**src/inc/sfs_consts.svh**
```systemverilog
// Purpose: Timing counts and encodings for the start-up and fault sequencer.
// Assumes: Clock is the 25 MHz switching clock.
// Notes:   Definitions only; included by bare name.
`ifndef SFS_CONSTS_SVH
`define SFS_CONSTS_SVH

`define SFS_CLK_PERIOD_NS   40
`define SFS_START_DELAY_CYC 384
`define SFS_SS_CYC          1280
`define SFS_PG_FILT_CYC     3
`define SFS_GATE_OFF_NS     100
// Longest time, so rounded down; the shutdown path meets it in one cycle.
`define SFS_GATE_OFF_CYC    ((`SFS_GATE_OFF_NS) / (`SFS_CLK_PERIOD_NS))

// Reference-pin band code: 0 below 29 %, 1 up to 45 %, 2 up to 62 %, 3 above.
`define SFS_BAND_LOW        2'h0
`define SFS_BAND_MIDLOW     2'h1
`define SFS_BAND_MIDHIGH    2'h2
`define SFS_BAND_HIGH       2'h3

// Channel-two phase in degrees; positive lags channel one, negative leads.
`define SFS_PH_DDR          (-10'sd60)
`define SFS_PH_0            10'sd0
`define SFS_PH_90           10'sd90
`define SFS_PH_180          10'sd180
`define SFS_PH_240          10'sd240

`endif

```
**src/inc/sfs_pkg.sv**
```systemverilog
// Purpose: Types shared by the start-up and fault sequencer.
// Assumes: Nothing beyond SystemVerilog.
// Notes:   Constants live in sfs_consts.svh.
package sfs_pkg;

  typedef enum logic [2:0] {
    SEQ_IDLE,
    SEQ_WAIT,
    SEQ_DELAY,
    SEQ_SOFT,
    SEQ_RUN
  } sfs_seq_t;

endpackage

```
**src/rtl/sfs_sequencer.sv**
```systemverilog
// Purpose: Start-up delay, dual soft-start, power-good and OV/UV handling.
// Assumes: sys_clk is the switching clock; comparator levels arrive as inputs.
// Notes:   Gate outputs are permits to the PWM stage, not the PWM itself.
//
// Overview of operation
// RULE_01 - Start after enable, supplies and PLL lock, plus 384 clock delay.
// RULE_02 - Shutdown or fault resets soft-start, gates off within 100 ns. Synchronised faults reach the gates on the third edge, undervoltage on the fourth.
// RULE_03 - Enable sink current is on until the channel is enabled.
// RULE_04 - Faults pull the shared enable/fault line low internally.
// RULE_05 - Any member pulling the shared line low turns every controller off.
// RULE_06 - Two independent soft-start counters, each 1280 switching cycles.
// RULE_07 - Precharged output holds switching until feedback meets reference or ramp ends.
// RULE_08 - One power-good output, low when either channel is out of regulation.
// RULE_09 - Power-good waits for both soft-starts and is gated by both enables.
// RULE_10 - Power-good drops only after three consecutive out-of-window cycles.
// RULE_11 - Above 120 percent latches off; low gate on until below 87 percent.
// RULE_12 - Latched overvoltage forces line and power-good low until supply cycles.
// RULE_13 - Overvoltage per channel in dual mode, both channels in multiphase mode.
// RULE_14 - Line low and above 113 percent turns low gate on until 87 percent.
// RULE_15 - Undervoltage detection stays off until soft-start ends.
// RULE_16 - Undervoltage turns low gates off unless caused by OV, OC, OT or PLL.
// RULE_17 - Channel-two phase: positive value lags channel one, negative leads.
// RULE_18 - Integrator ties every enable/fault line onto one shared net.
// RULE_19 - Sense-minus near supply with feedback two grounded selects 2-phase 180 degrees.
// RULE_20 - Comparator levels are synchronised before any counter, filter or latch; supply and line levels reach the run permit unsynchronised.
`timescale 1ns/100ps
`default_nettype none
`include "sfs_consts.svh"

module sfs_sequencer #(
  parameter int DELAY_CYCLES = `SFS_START_DELAY_CYC,
  parameter int SS_CYCLES    = `SFS_SS_CYC,
  parameter int PG_CYCLES    = `SFS_PG_FILT_CYC,
  parameter int SS_W         = $clog2(SS_CYCLES + 1)
) (
  input  wire logic                 sys_clk,                // Switching clock.
  input  wire logic                 rst_n,                  // Power-on reset, active low.
  input  wire logic                 vcc_por_ok,             // Bias supply above its POR.
  input  wire logic                 driver_bias_supply_ok,  // Driver supply above its POR.
  input  wire logic                 pll_locked,             // PLL lock time elapsed.
  input  wire logic [1:0]           enable_fault_line_in,   // Line level above 0.8 V.
  output var  logic [1:0]           enable_fault_line_out,  // Driven level, always low.
  output var  logic [1:0]           enable_fault_line_oe,   // High while pulling low.
  output var  logic [1:0]           en_sink_on,             // Hysteresis sink enable.
  input  wire logic [1:0]           mon_ov120,              // Output above 120 %.
  input  wire logic [1:0]           mon_ov113,              // Output above 113 %.
  input  wire logic [1:0]           mon_below87,            // Output below 87 %.
  input  wire logic [1:0]           mon_uv,                 // Output 13 % below target.
  input  wire logic [1:0]           mon_out_of_window,      // Outside power-good window.
  input  wire logic [1:0]           fb_above_ss_ref,        // Feedback above ramp.
  input  wire logic [1:0]           oc_fault,               // Overcurrent per channel.
  input  wire logic                 ot_fault,               // Over-temperature.
  input  wire logic                 pll_fault,              // PLL failure.
  input  wire logic                 ch2_neg_sense_near_vcc, // Sense-minus within 400 mV.
  input  wire logic                 ch2_feedback_grounded,  // Channel-two feedback at ground.
  input  wire logic                 ch2_pos_sense_high,     // Channel-two sense-plus high.
  input  wire logic [1:0]           ref_pin_band,           // Reference-pin voltage band.
  output var  logic [1:0]           high_side_gate,         // High-side gate permit.
  output var  logic [1:0]           low_side_gate,          // Low-side gate permit.
  output var  logic [1:0][SS_W-1:0] ss_ref,                 // Soft-start reference count.
  output var  logic [1:0]           ss_done,                // Soft-start complete.
  output var  logic [1:0]           ov_latched,             // Overvoltage latch.
  output var  logic                 power_good_out,         // Shared power-good.
  output var  logic                 two_phase_mode,         // 2-phase single output.
  output var  logic                 multiphase_mode,        // Channels act as phases.
  output var  logic signed [9:0]    ch2_phase_deg           // Channel-two phase.
);

  localparam int DLY_W = $clog2(DELAY_CYCLES + 1);
  localparam int PG_W  = $clog2(PG_CYCLES + 1);
  localparam int NSYNC = 24;

  // Reset: asynchronous assertion, release through two flops.
  logic [1:0] rst_pipe_q;
  logic       rst_sync_n;

  always_ff @(posedge sys_clk or negedge rst_n) begin
    if (!rst_n) begin
      rst_pipe_q <= 2'h0;
    end else begin
      rst_pipe_q <= {rst_pipe_q[0], 1'b1};
    end
  end

  assign rst_sync_n = rst_pipe_q[1];

  // Comparator synchronisation.
  logic [NSYNC-1:0] sync_q;
  logic             pll_s;
  logic [1:0]       en_s;
  logic [1:0]       ov120_s;
  logic [1:0]       ov113_s;
  logic [1:0]       b87_s;
  logic [1:0]       uv_s;
  logic [1:0]       pgbad_s;
  logic [1:0]       fbhi_s;
  logic [1:0]       oc_s;
  logic             ot_s;
  logic             pllf_s;
  logic             nearvcc_s;
  logic             fb2gnd_s;
  logic             vsp_s;
  logic [1:0]       band_s;

  sfs_sync #(
    .W (NSYNC)
  ) u_sync (
    .clk   (sys_clk),
    .rst_n (rst_sync_n),
    .d     ({ref_pin_band, ch2_pos_sense_high, ch2_feedback_grounded,
             ch2_neg_sense_near_vcc, pll_fault, ot_fault, oc_fault,
             fb_above_ss_ref, mon_out_of_window, mon_uv, mon_below87,
             mon_ov113, mon_ov120, enable_fault_line_in, pll_locked}),
    .q     (sync_q)
  ); // [RULE_20]

  assign {band_s, vsp_s, fb2gnd_s, nearvcc_s, pllf_s, ot_s, oc_s, fbhi_s,
          pgbad_s, uv_s, b87_s, ov113_s, ov120_s, en_s, pll_s} = sync_q;

  // Mode decode from the channel-two straps.
  logic multi_q;

  always_ff @(posedge sys_clk or negedge rst_sync_n) begin
    if (!rst_sync_n) begin
      multi_q        <= 1'b0;
      two_phase_mode <= 1'b0;
    end else begin
      multi_q        <= nearvcc_s;
      two_phase_mode <= nearvcc_s & fb2gnd_s; // [RULE_19]
    end
  end

  assign multiphase_mode = multi_q;

  always_ff @(posedge sys_clk or negedge rst_sync_n) begin
    if (!rst_sync_n) begin
      ch2_phase_deg <= `SFS_PH_0;
    end else if (nearvcc_s) begin
      if (fb2gnd_s || vsp_s) begin
        ch2_phase_deg <= `SFS_PH_180; // [RULE_17]
      end else begin
        ch2_phase_deg <= `SFS_PH_240;
      end
    end else begin
      unique case (band_s)
        `SFS_BAND_LOW:     ch2_phase_deg <= `SFS_PH_DDR; // [RULE_17]
        `SFS_BAND_MIDLOW:  ch2_phase_deg <= `SFS_PH_0;
        `SFS_BAND_MIDHIGH: ch2_phase_deg <= `SFS_PH_90;
        `SFS_BAND_HIGH:    ch2_phase_deg <= `SFS_PH_180;
      endcase
    end
  end

  // Shared fault causes. Pin inputs are synchronised, so the shutdown path
  // samples supply and line levels directly to stay inside one cycle.
  logic supply_ok;
  logic common_fault;
  logic any_ov120;

  assign supply_ok    = vcc_por_ok & driver_bias_supply_ok;
  assign common_fault = ot_s | pllf_s;
  assign any_ov120    = |ov120_s;

  logic [1:0]              pull_ch;
  logic [1:0]              pg_ok;
  logic [1:0]              uv_trip_q;
  logic [1:0]              ov_sink_q;
  logic [1:0]              nl_sink_q;
  logic [1:0]              hold_q;
  sfs_pkg::sfs_seq_t       state_q [2];
  logic [1:0][DLY_W-1:0]   dly_q;
  logic [1:0][PG_W-1:0]    pg_cnt_q;

  for (genvar c = 0; c < 2; c++) begin : g_ch
    logic run_ok;
    logic ov_trip;
    logic ramping;

    // Any lost supply, line low, latch or fault stops the channel at once.
    assign run_ok  = supply_ok & enable_fault_line_in[c] & ~ov_latched[c] &
                     ~pull_ch[c]; // [RULE_02] [RULE_05]
    assign ov_trip = multi_q ? any_ov120 : ov120_s[c]; // [RULE_13]
    assign ramping = (state_q[c] == sfs_pkg::SEQ_SOFT) |
                     (state_q[c] == sfs_pkg::SEQ_RUN);

    always_ff @(posedge sys_clk or negedge rst_sync_n) begin
      if (!rst_sync_n) begin
        state_q[c] <= sfs_pkg::SEQ_IDLE;
        dly_q[c]   <= '0;
        ss_ref[c]  <= '0;
      end else if (!run_ok) begin
        state_q[c] <= sfs_pkg::SEQ_IDLE; // [RULE_02]
        dly_q[c]   <= '0;
        ss_ref[c]  <= '0;
      end else begin
        unique case (state_q[c])
          sfs_pkg::SEQ_IDLE: begin
            state_q[c] <= sfs_pkg::SEQ_WAIT;
          end
          sfs_pkg::SEQ_WAIT: begin
            if (en_s[c] && pll_s) begin
              state_q[c] <= sfs_pkg::SEQ_DELAY; // [RULE_01]
            end
          end
          sfs_pkg::SEQ_DELAY: begin
            if (dly_q[c] == DLY_W'(DELAY_CYCLES - 1)) begin
              state_q[c] <= sfs_pkg::SEQ_SOFT; // [RULE_01]
            end else begin
              dly_q[c] <= dly_q[c] + DLY_W'(1);
            end
          end
          sfs_pkg::SEQ_SOFT: begin
            if (ss_ref[c] == SS_W'(SS_CYCLES - 1)) begin
              state_q[c] <= sfs_pkg::SEQ_RUN;
            end
            ss_ref[c] <= ss_ref[c] + SS_W'(1); // [RULE_06]
          end
          sfs_pkg::SEQ_RUN: begin
            state_q[c] <= sfs_pkg::SEQ_RUN;
          end
        endcase
      end
    end

    always_ff @(posedge sys_clk or negedge rst_sync_n) begin
      if (!rst_sync_n) begin
        ss_done[c]    <= 1'b0;
        en_sink_on[c] <= 1'b1;
      end else begin
        ss_done[c]    <= run_ok & (state_q[c] == sfs_pkg::SEQ_RUN);
        en_sink_on[c] <= ~run_ok | (state_q[c] == sfs_pkg::SEQ_IDLE) |
                         (state_q[c] == sfs_pkg::SEQ_WAIT); // [RULE_03]
      end
    end

    // A precharged output waits for the ramp to catch up with feedback.
    always_ff @(posedge sys_clk or negedge rst_sync_n) begin
      if (!rst_sync_n) begin
        hold_q[c] <= 1'b1;
      end else if (state_q[c] != sfs_pkg::SEQ_SOFT) begin
        hold_q[c] <= (state_q[c] == sfs_pkg::SEQ_DELAY) & fbhi_s[c];
      end else if (!fbhi_s[c]) begin
        hold_q[c] <= 1'b0; // [RULE_07]
      end
    end

    // Latched overvoltage, cleared only while the bias supply is gone.
    always_ff @(posedge sys_clk or negedge rst_sync_n) begin
      if (!rst_sync_n) begin
        ov_latched[c] <= 1'b0;
      end else if (ov_trip) begin
        ov_latched[c] <= 1'b1; // [RULE_11] [RULE_13]
      end else if (!vcc_por_ok) begin
        ov_latched[c] <= 1'b0; // [RULE_12]
      end
    end

    always_ff @(posedge sys_clk or negedge rst_sync_n) begin
      if (!rst_sync_n) begin
        ov_sink_q[c] <= 1'b0;
      end else if (ov_trip) begin
        ov_sink_q[c] <= 1'b1; // [RULE_11]
      end else if (b87_s[c]) begin
        ov_sink_q[c] <= 1'b0;
      end
    end

    // Non-latching crowbar while the shared line is low.
    always_ff @(posedge sys_clk or negedge rst_sync_n) begin
      if (!rst_sync_n) begin
        nl_sink_q[c] <= 1'b0;
      end else if (!en_s[c] && ov113_s[c]) begin
        nl_sink_q[c] <= 1'b1; // [RULE_14]
      end else if (b87_s[c]) begin
        nl_sink_q[c] <= 1'b0;
      end
    end

    // Undervoltage is armed only after the ramp, and only for its own cause.
    always_ff @(posedge sys_clk or negedge rst_sync_n) begin
      if (!rst_sync_n) begin
        uv_trip_q[c] <= 1'b0;
      end else if ((state_q[c] == sfs_pkg::SEQ_RUN) && uv_s[c] && en_s[c] &&
                   !ov113_s[c] && !ov120_s[c] && !oc_s[c] && !common_fault) begin
        uv_trip_q[c] <= 1'b1; // [RULE_15] [RULE_16]
      end else if (state_q[c] == sfs_pkg::SEQ_IDLE) begin
        uv_trip_q[c] <= 1'b0;
      end
    end

    assign pull_ch[c] = ov_latched[c] | oc_s[c] | common_fault | uv_trip_q[c];

    always_ff @(posedge sys_clk or negedge rst_sync_n) begin
      if (!rst_sync_n) begin
        high_side_gate[c] <= 1'b0;
        low_side_gate[c]  <= 1'b0;
      end else begin
        high_side_gate[c] <= run_ok & ramping & ~hold_q[c] & ~ov_trip; // [RULE_02] [RULE_07]
        low_side_gate[c]  <= ov_sink_q[c] | nl_sink_q[c] | ov_trip |
                             (run_ok & ramping & ~hold_q[c] & ~uv_trip_q[c]); // [RULE_16]
      end
    end

    // Out-of-window filter: count consecutive bad cycles, saturating.
    always_ff @(posedge sys_clk or negedge rst_sync_n) begin
      if (!rst_sync_n) begin
        pg_cnt_q[c] <= '0;
      end else if (!pgbad_s[c]) begin
        pg_cnt_q[c] <= '0;
      end else if (pg_cnt_q[c] != PG_W'(PG_CYCLES)) begin
        pg_cnt_q[c] <= pg_cnt_q[c] + PG_W'(1); // [RULE_10]
      end
    end

    // The run permit lets power-good fall on the same edge as ss_done, never after.
    assign pg_ok[c] = ss_done[c] & run_ok & en_s[c] &
                      (pg_cnt_q[c] != PG_W'(PG_CYCLES)); // [RULE_09]
  end

  always_ff @(posedge sys_clk or negedge rst_sync_n) begin
    if (!rst_sync_n) begin
      power_good_out <= 1'b0;
    end else begin
      power_good_out <= &pg_ok & ~|ov_latched; // [RULE_08] [RULE_12]
    end
  end

  // The line is shared, so a pull from either channel pulls both pins.
  always_ff @(posedge sys_clk or negedge rst_sync_n) begin
    if (!rst_sync_n) begin
      enable_fault_line_oe  <= 2'h0;
      enable_fault_line_out <= 2'h0;
    end else begin
      enable_fault_line_oe  <= {2{|pull_ch}}; // [RULE_04] [RULE_12] [RULE_18]
      enable_fault_line_out <= 2'h0;
    end
  end

endmodule

`default_nettype wire

```
**src/rtl/sfs_sync.sv**
```systemverilog
// Purpose: Two-flop level synchroniser bank.
// Assumes: Inputs are quasi-static levels.
// Notes:   The first stage feeds only the second.
`timescale 1ns/100ps
`default_nettype none

module sfs_sync #(
  parameter int W = 1
) (
  input  wire logic         clk,   // Sampling clock.
  input  wire logic         rst_n, // Asynchronous reset, active low.
  input  wire logic [W-1:0] d,     // Asynchronous levels.
  output var  logic [W-1:0] q      // Synchronised levels.
);

  logic [W-1:0] meta_q;

  always_ff @(posedge clk or negedge rst_n) begin
    if (!rst_n) begin
      meta_q <= '0;
      q      <= '0;
    end else begin
      meta_q <= d;
      q      <= meta_q;
    end
  end

endmodule

`default_nettype wire

```
**config.mk**
```make
export PLATFORM = sky130hd
export DESIGN_NAME = sfs_sequencer
export DESIGN_NICKNAME = d
export VERILOG_FILES = /design/src/inc/sfs_pkg.sv /design/src/rtl/sfs_sequencer.sv /design/src/rtl/sfs_sync.sv
export VERILOG_INCLUDE_DIRS = /design/src /design/src/inc
export SDC_FILE = /design/constraint.sdc
export NUM_CORES = 1
export LEC_CHECK = 0
export BUFFER_PORTS_ARGS = -buffer_cell sky130_fd_sc_hd__buf_2
export CAP_MARGIN = 5
export CELL_PAD_IN_SITES_DETAIL_PLACEMENT = 1
export CELL_PAD_IN_SITES_GLOBAL_PLACEMENT = 2
export CORE_MARGIN = 4
export CORE_UTILIZATION = 38
export CTS_CLUSTER_DIAMETER = 200
export DETAILED_ROUTE_END_ITERATION = 7
export PLACE_DENSITY = 0.84
export SYNTH_ARGS = -nofsm -noshare
export SYNTH_HDL_FRONTEND = slang
export SYNTH_SLANG_ARGS = --single-unit
```
**constraint.sdc**
```tcl
create_clock -name sys_clk -period 4.44 [get_ports sys_clk]
set_input_delay 0.888 -clock sys_clk [delete_from_list [all_inputs] [get_ports sys_clk]]
set_output_delay 0.888 -clock sys_clk [all_outputs]
set_load 0.02 [all_outputs]
```
==> metrics <==
Top Metal Used met5; CTS tree done; initial drt markers around 210; Post-CTS Hold Fix Bufs 0; post-synth top area share 0.617; routed wl met2 roughly 5600 um; most frequent cell after synthesis dfrtp_1; global-route wire length before repair between 15000 and 20000 um; Post-Syn Area approximately 0.0051 sq mm; die area between 0.015 and 0.02 sq mm; Setup Viol. Count Final 0; CTS clock-pin slew for the worst setup and hold paths ~0.050 ns; post-route cell area between 0.006 and 0.007 sq mm; #FFs+latches synth between 100 and 150; layout cells sized above 1 0.242; post-synth top area cell dfrtp_1; RSZ-0062 raised after global routing no; critical path's slowest cell or4_1; Tmin final around 2.1 ns; Clock Skew roughly 0.0076 ns; Final Non-Filler Cells approximately 680; Initial Util 0.395; total CTS buffers 17; Die H around 120 um; vias in the first global route 3750; Nets 534; Fmax achieved 479 MHz; row count approximately 40; largest net degree at the start of global routing 50; Synth Warn # 0; max-slew violation count 0; Synth top cells by count 125 x dfrtp_1, 48 x nor2_1, 22 x nand2_1, 17 x xnor2_1, 16 x inv_1; hold crit path type primary input to asynchronous set/reset pin; worst-path fanout max 26; Post-Route M1 WL approximately 4900 um; CP max stage delay 0.63 ns; routability cong. 0.773; postcts setup bufs 0; Max clock buf depth 2; clk root buf clkbuf_16; worst slack, placed 1.91 ns; Area Overhead vs Synth 22.8%; CP Data Required Time 4.78 ns; CP Capture Type register; Crit Path Class primary input to register; Rel. slew slack 0.563; vias per inst about 5.0; GRT Overall Usage 0.162; # DRC 0; Post-DP Area 0.00559 sq mm; CP startpoint kind primary input; number of fillers in the final layout 1374; DRT Pass-1 Iters 4; WL met3 approximately 480 um; ys async rst share 1.00; Area contributors post-synth dfrtp_1 62%, nor2_1 3.6%, xnor2_1 2.9%; antenna violations before repair 1; CTS Sinks between 100 and 150; IO buf count 73; Power Dens Cells roughly 450 mW/mm^2; clk_lat worst skew ~0.42 ns; max-cap violations 0; Cells after Synth 415; global route overflow 0; Period Utilization, post-route 0.470; I/O pins 77; detailed placer's ending HPWL 7570 um; vias about 3400; status finished clean; antenna viol nets, final 0; diode count 0; dpl cells ~650; WL final roughly 11000 um; crit path cell chain buf_2 > nor4b_4 > nand4_4 > or4_1 > a31oi_1; Avg WL per Cell between 15 and 20 um; setup TNS 0 ns; die extent in x around 120 um; setup ws final 2.35 ns; Worst-Margin Slew around 0.66 ns; Final Hold Vio Count 0; synth unique cells 55; static leakage ~2.8 nW; Post-synth EDFFs 0; register area share after synthesis 0.638; H-Tree Depth 4; core footprint 0.0128 sq mm; top_reg_cell synth dfrtp_1; Worst VDD drop between 0.0003 and 0.0004 V; syn_area_per_cell ~12 sq um; CP arrival around 2.4 ns; PostCTS Resize Cnt 0
-- layout by cell type, fill, tap and decap left out, types with 10 or more instances in the layout --
cell,instances
buf_2,73
inv_1,16
nand2_1,22
ha_1,10
clkbuf_16,17
dfrtp_1,124
nor2_1,48
xor2_1,11
nand3_1,11
xnor2_1,17
-- sequential cells by signal, indices dropped and copies added (netlist names), 4 cells and up --
| name | count |
|---|---|
| ch2_phase_deg | 7 |
| dly_q | 18 |
| pg_cnt_q | 4 |
| ss_ref | 22 |
| state_q | 6 |
| u_sync.meta_q | 24 |
| u_sync.q | 24 |
-- routing by layer --
layer	vias to the layer above	GRT usage
met5	-	0
met4	2	0.0740
met3	16	0.0512
met2	64	0.259
met1	1742	0.202
li1	1586	-
-- where the power goes --
group	internal (mW)	switching, mW
Combinational	0.0370	0.0566
Sequential	1.22	0.0307
Clock	0.949	0.505
-- final timing paths --
kind	start	endpoint	slack, ns	depth (start not counted)
setup reg to reg	u_sync.q[18]$_DFF_PN0_	state_q[1]$_DFFE_PN0P_	2.36	4
hold reg to reg	u_sync.meta_q[6]$_DFF_PN0_	u_sync.q[6]$_DFF_PN0_	0.34	0
hold / removal	rst_n	rst_pipe_q[1]$_DFF_PN0_	0.25	1
max in group asynchronous	rst_pipe_q[1]$_DFF_PN0_	ss_ref[19]$_DFFE_PN0P_	3.02	1
setup / recovery	enable_fault_line_in[1]	state_q[1]$_DFFE_PN0P_	2.35	5
min in group sys_clk	u_sync.meta_q[6]$_DFF_PN0_	u_sync.q[6]$_DFF_PN0_	0.34	0
-- critical path: cells and delay by family --
family / cells / cell delay, ns
buffers and inverters: 1 / 0.10
AO/OA/AOI/OAI: 1 / 0.14
AND/OR/NAND/NOR: 3 / 1.28
-- stage by stage --
step / util / hold slack [ns] / power, mW
after detailed placement: 0.436 / 0.336 / 1.36
final: 0.485 / 0.245 / 2.80
after floorplan: - / 0.331 / 1.32
after global placement: 0.436 / 0.332 / 1.36
after global routing: 0.485 / 0.221 / 2.90
after CTS: 0.485 / 0.221 / 2.83
-- kinds of logic (layout without fill, tap and decap cells) --
| kind of cell | after synthesis | count (layout) | share of synthesized area |
|---|---|---|---|
| adders and majority gates | 10 | 10 | 0.0247 |
| other | 2 | 4 | 0.00148 |
| and+or+nand+nor | 158 | 158 | 0.177 |
| DFF | 129 | 129 | 0.638 |
| buffers and inverters | 32 | 124 | 0.0294 |
| AOI/OAI and AO/OA | 46 | 46 | 0.0607 |
| xor gates and xnor gates | 28 | 28 | 0.0484 |
| muxes | 10 | 10 | 0.0200 |
-- area by class of cell --
| type | count | area [sq um] | share of cell area |
|---|---|---|---|
| Multi-Input combinational cell | 256 | 1690 | 0.272 |
| Clock inverter | 14 | 189 | 0.0304 |
| Tap cell | 172 | 215 | 0.0346 |
| Sequential cell | 129 | 3240 | 0.520 |
| Timing Repair Buffer | 76 | 388 | 0.0623 |
| Clock buffer | 18 | 439 | 0.0706 |
| Inverter | 16 | 60.1 | 0.00965 |
(Power assumes the default switching activity.)
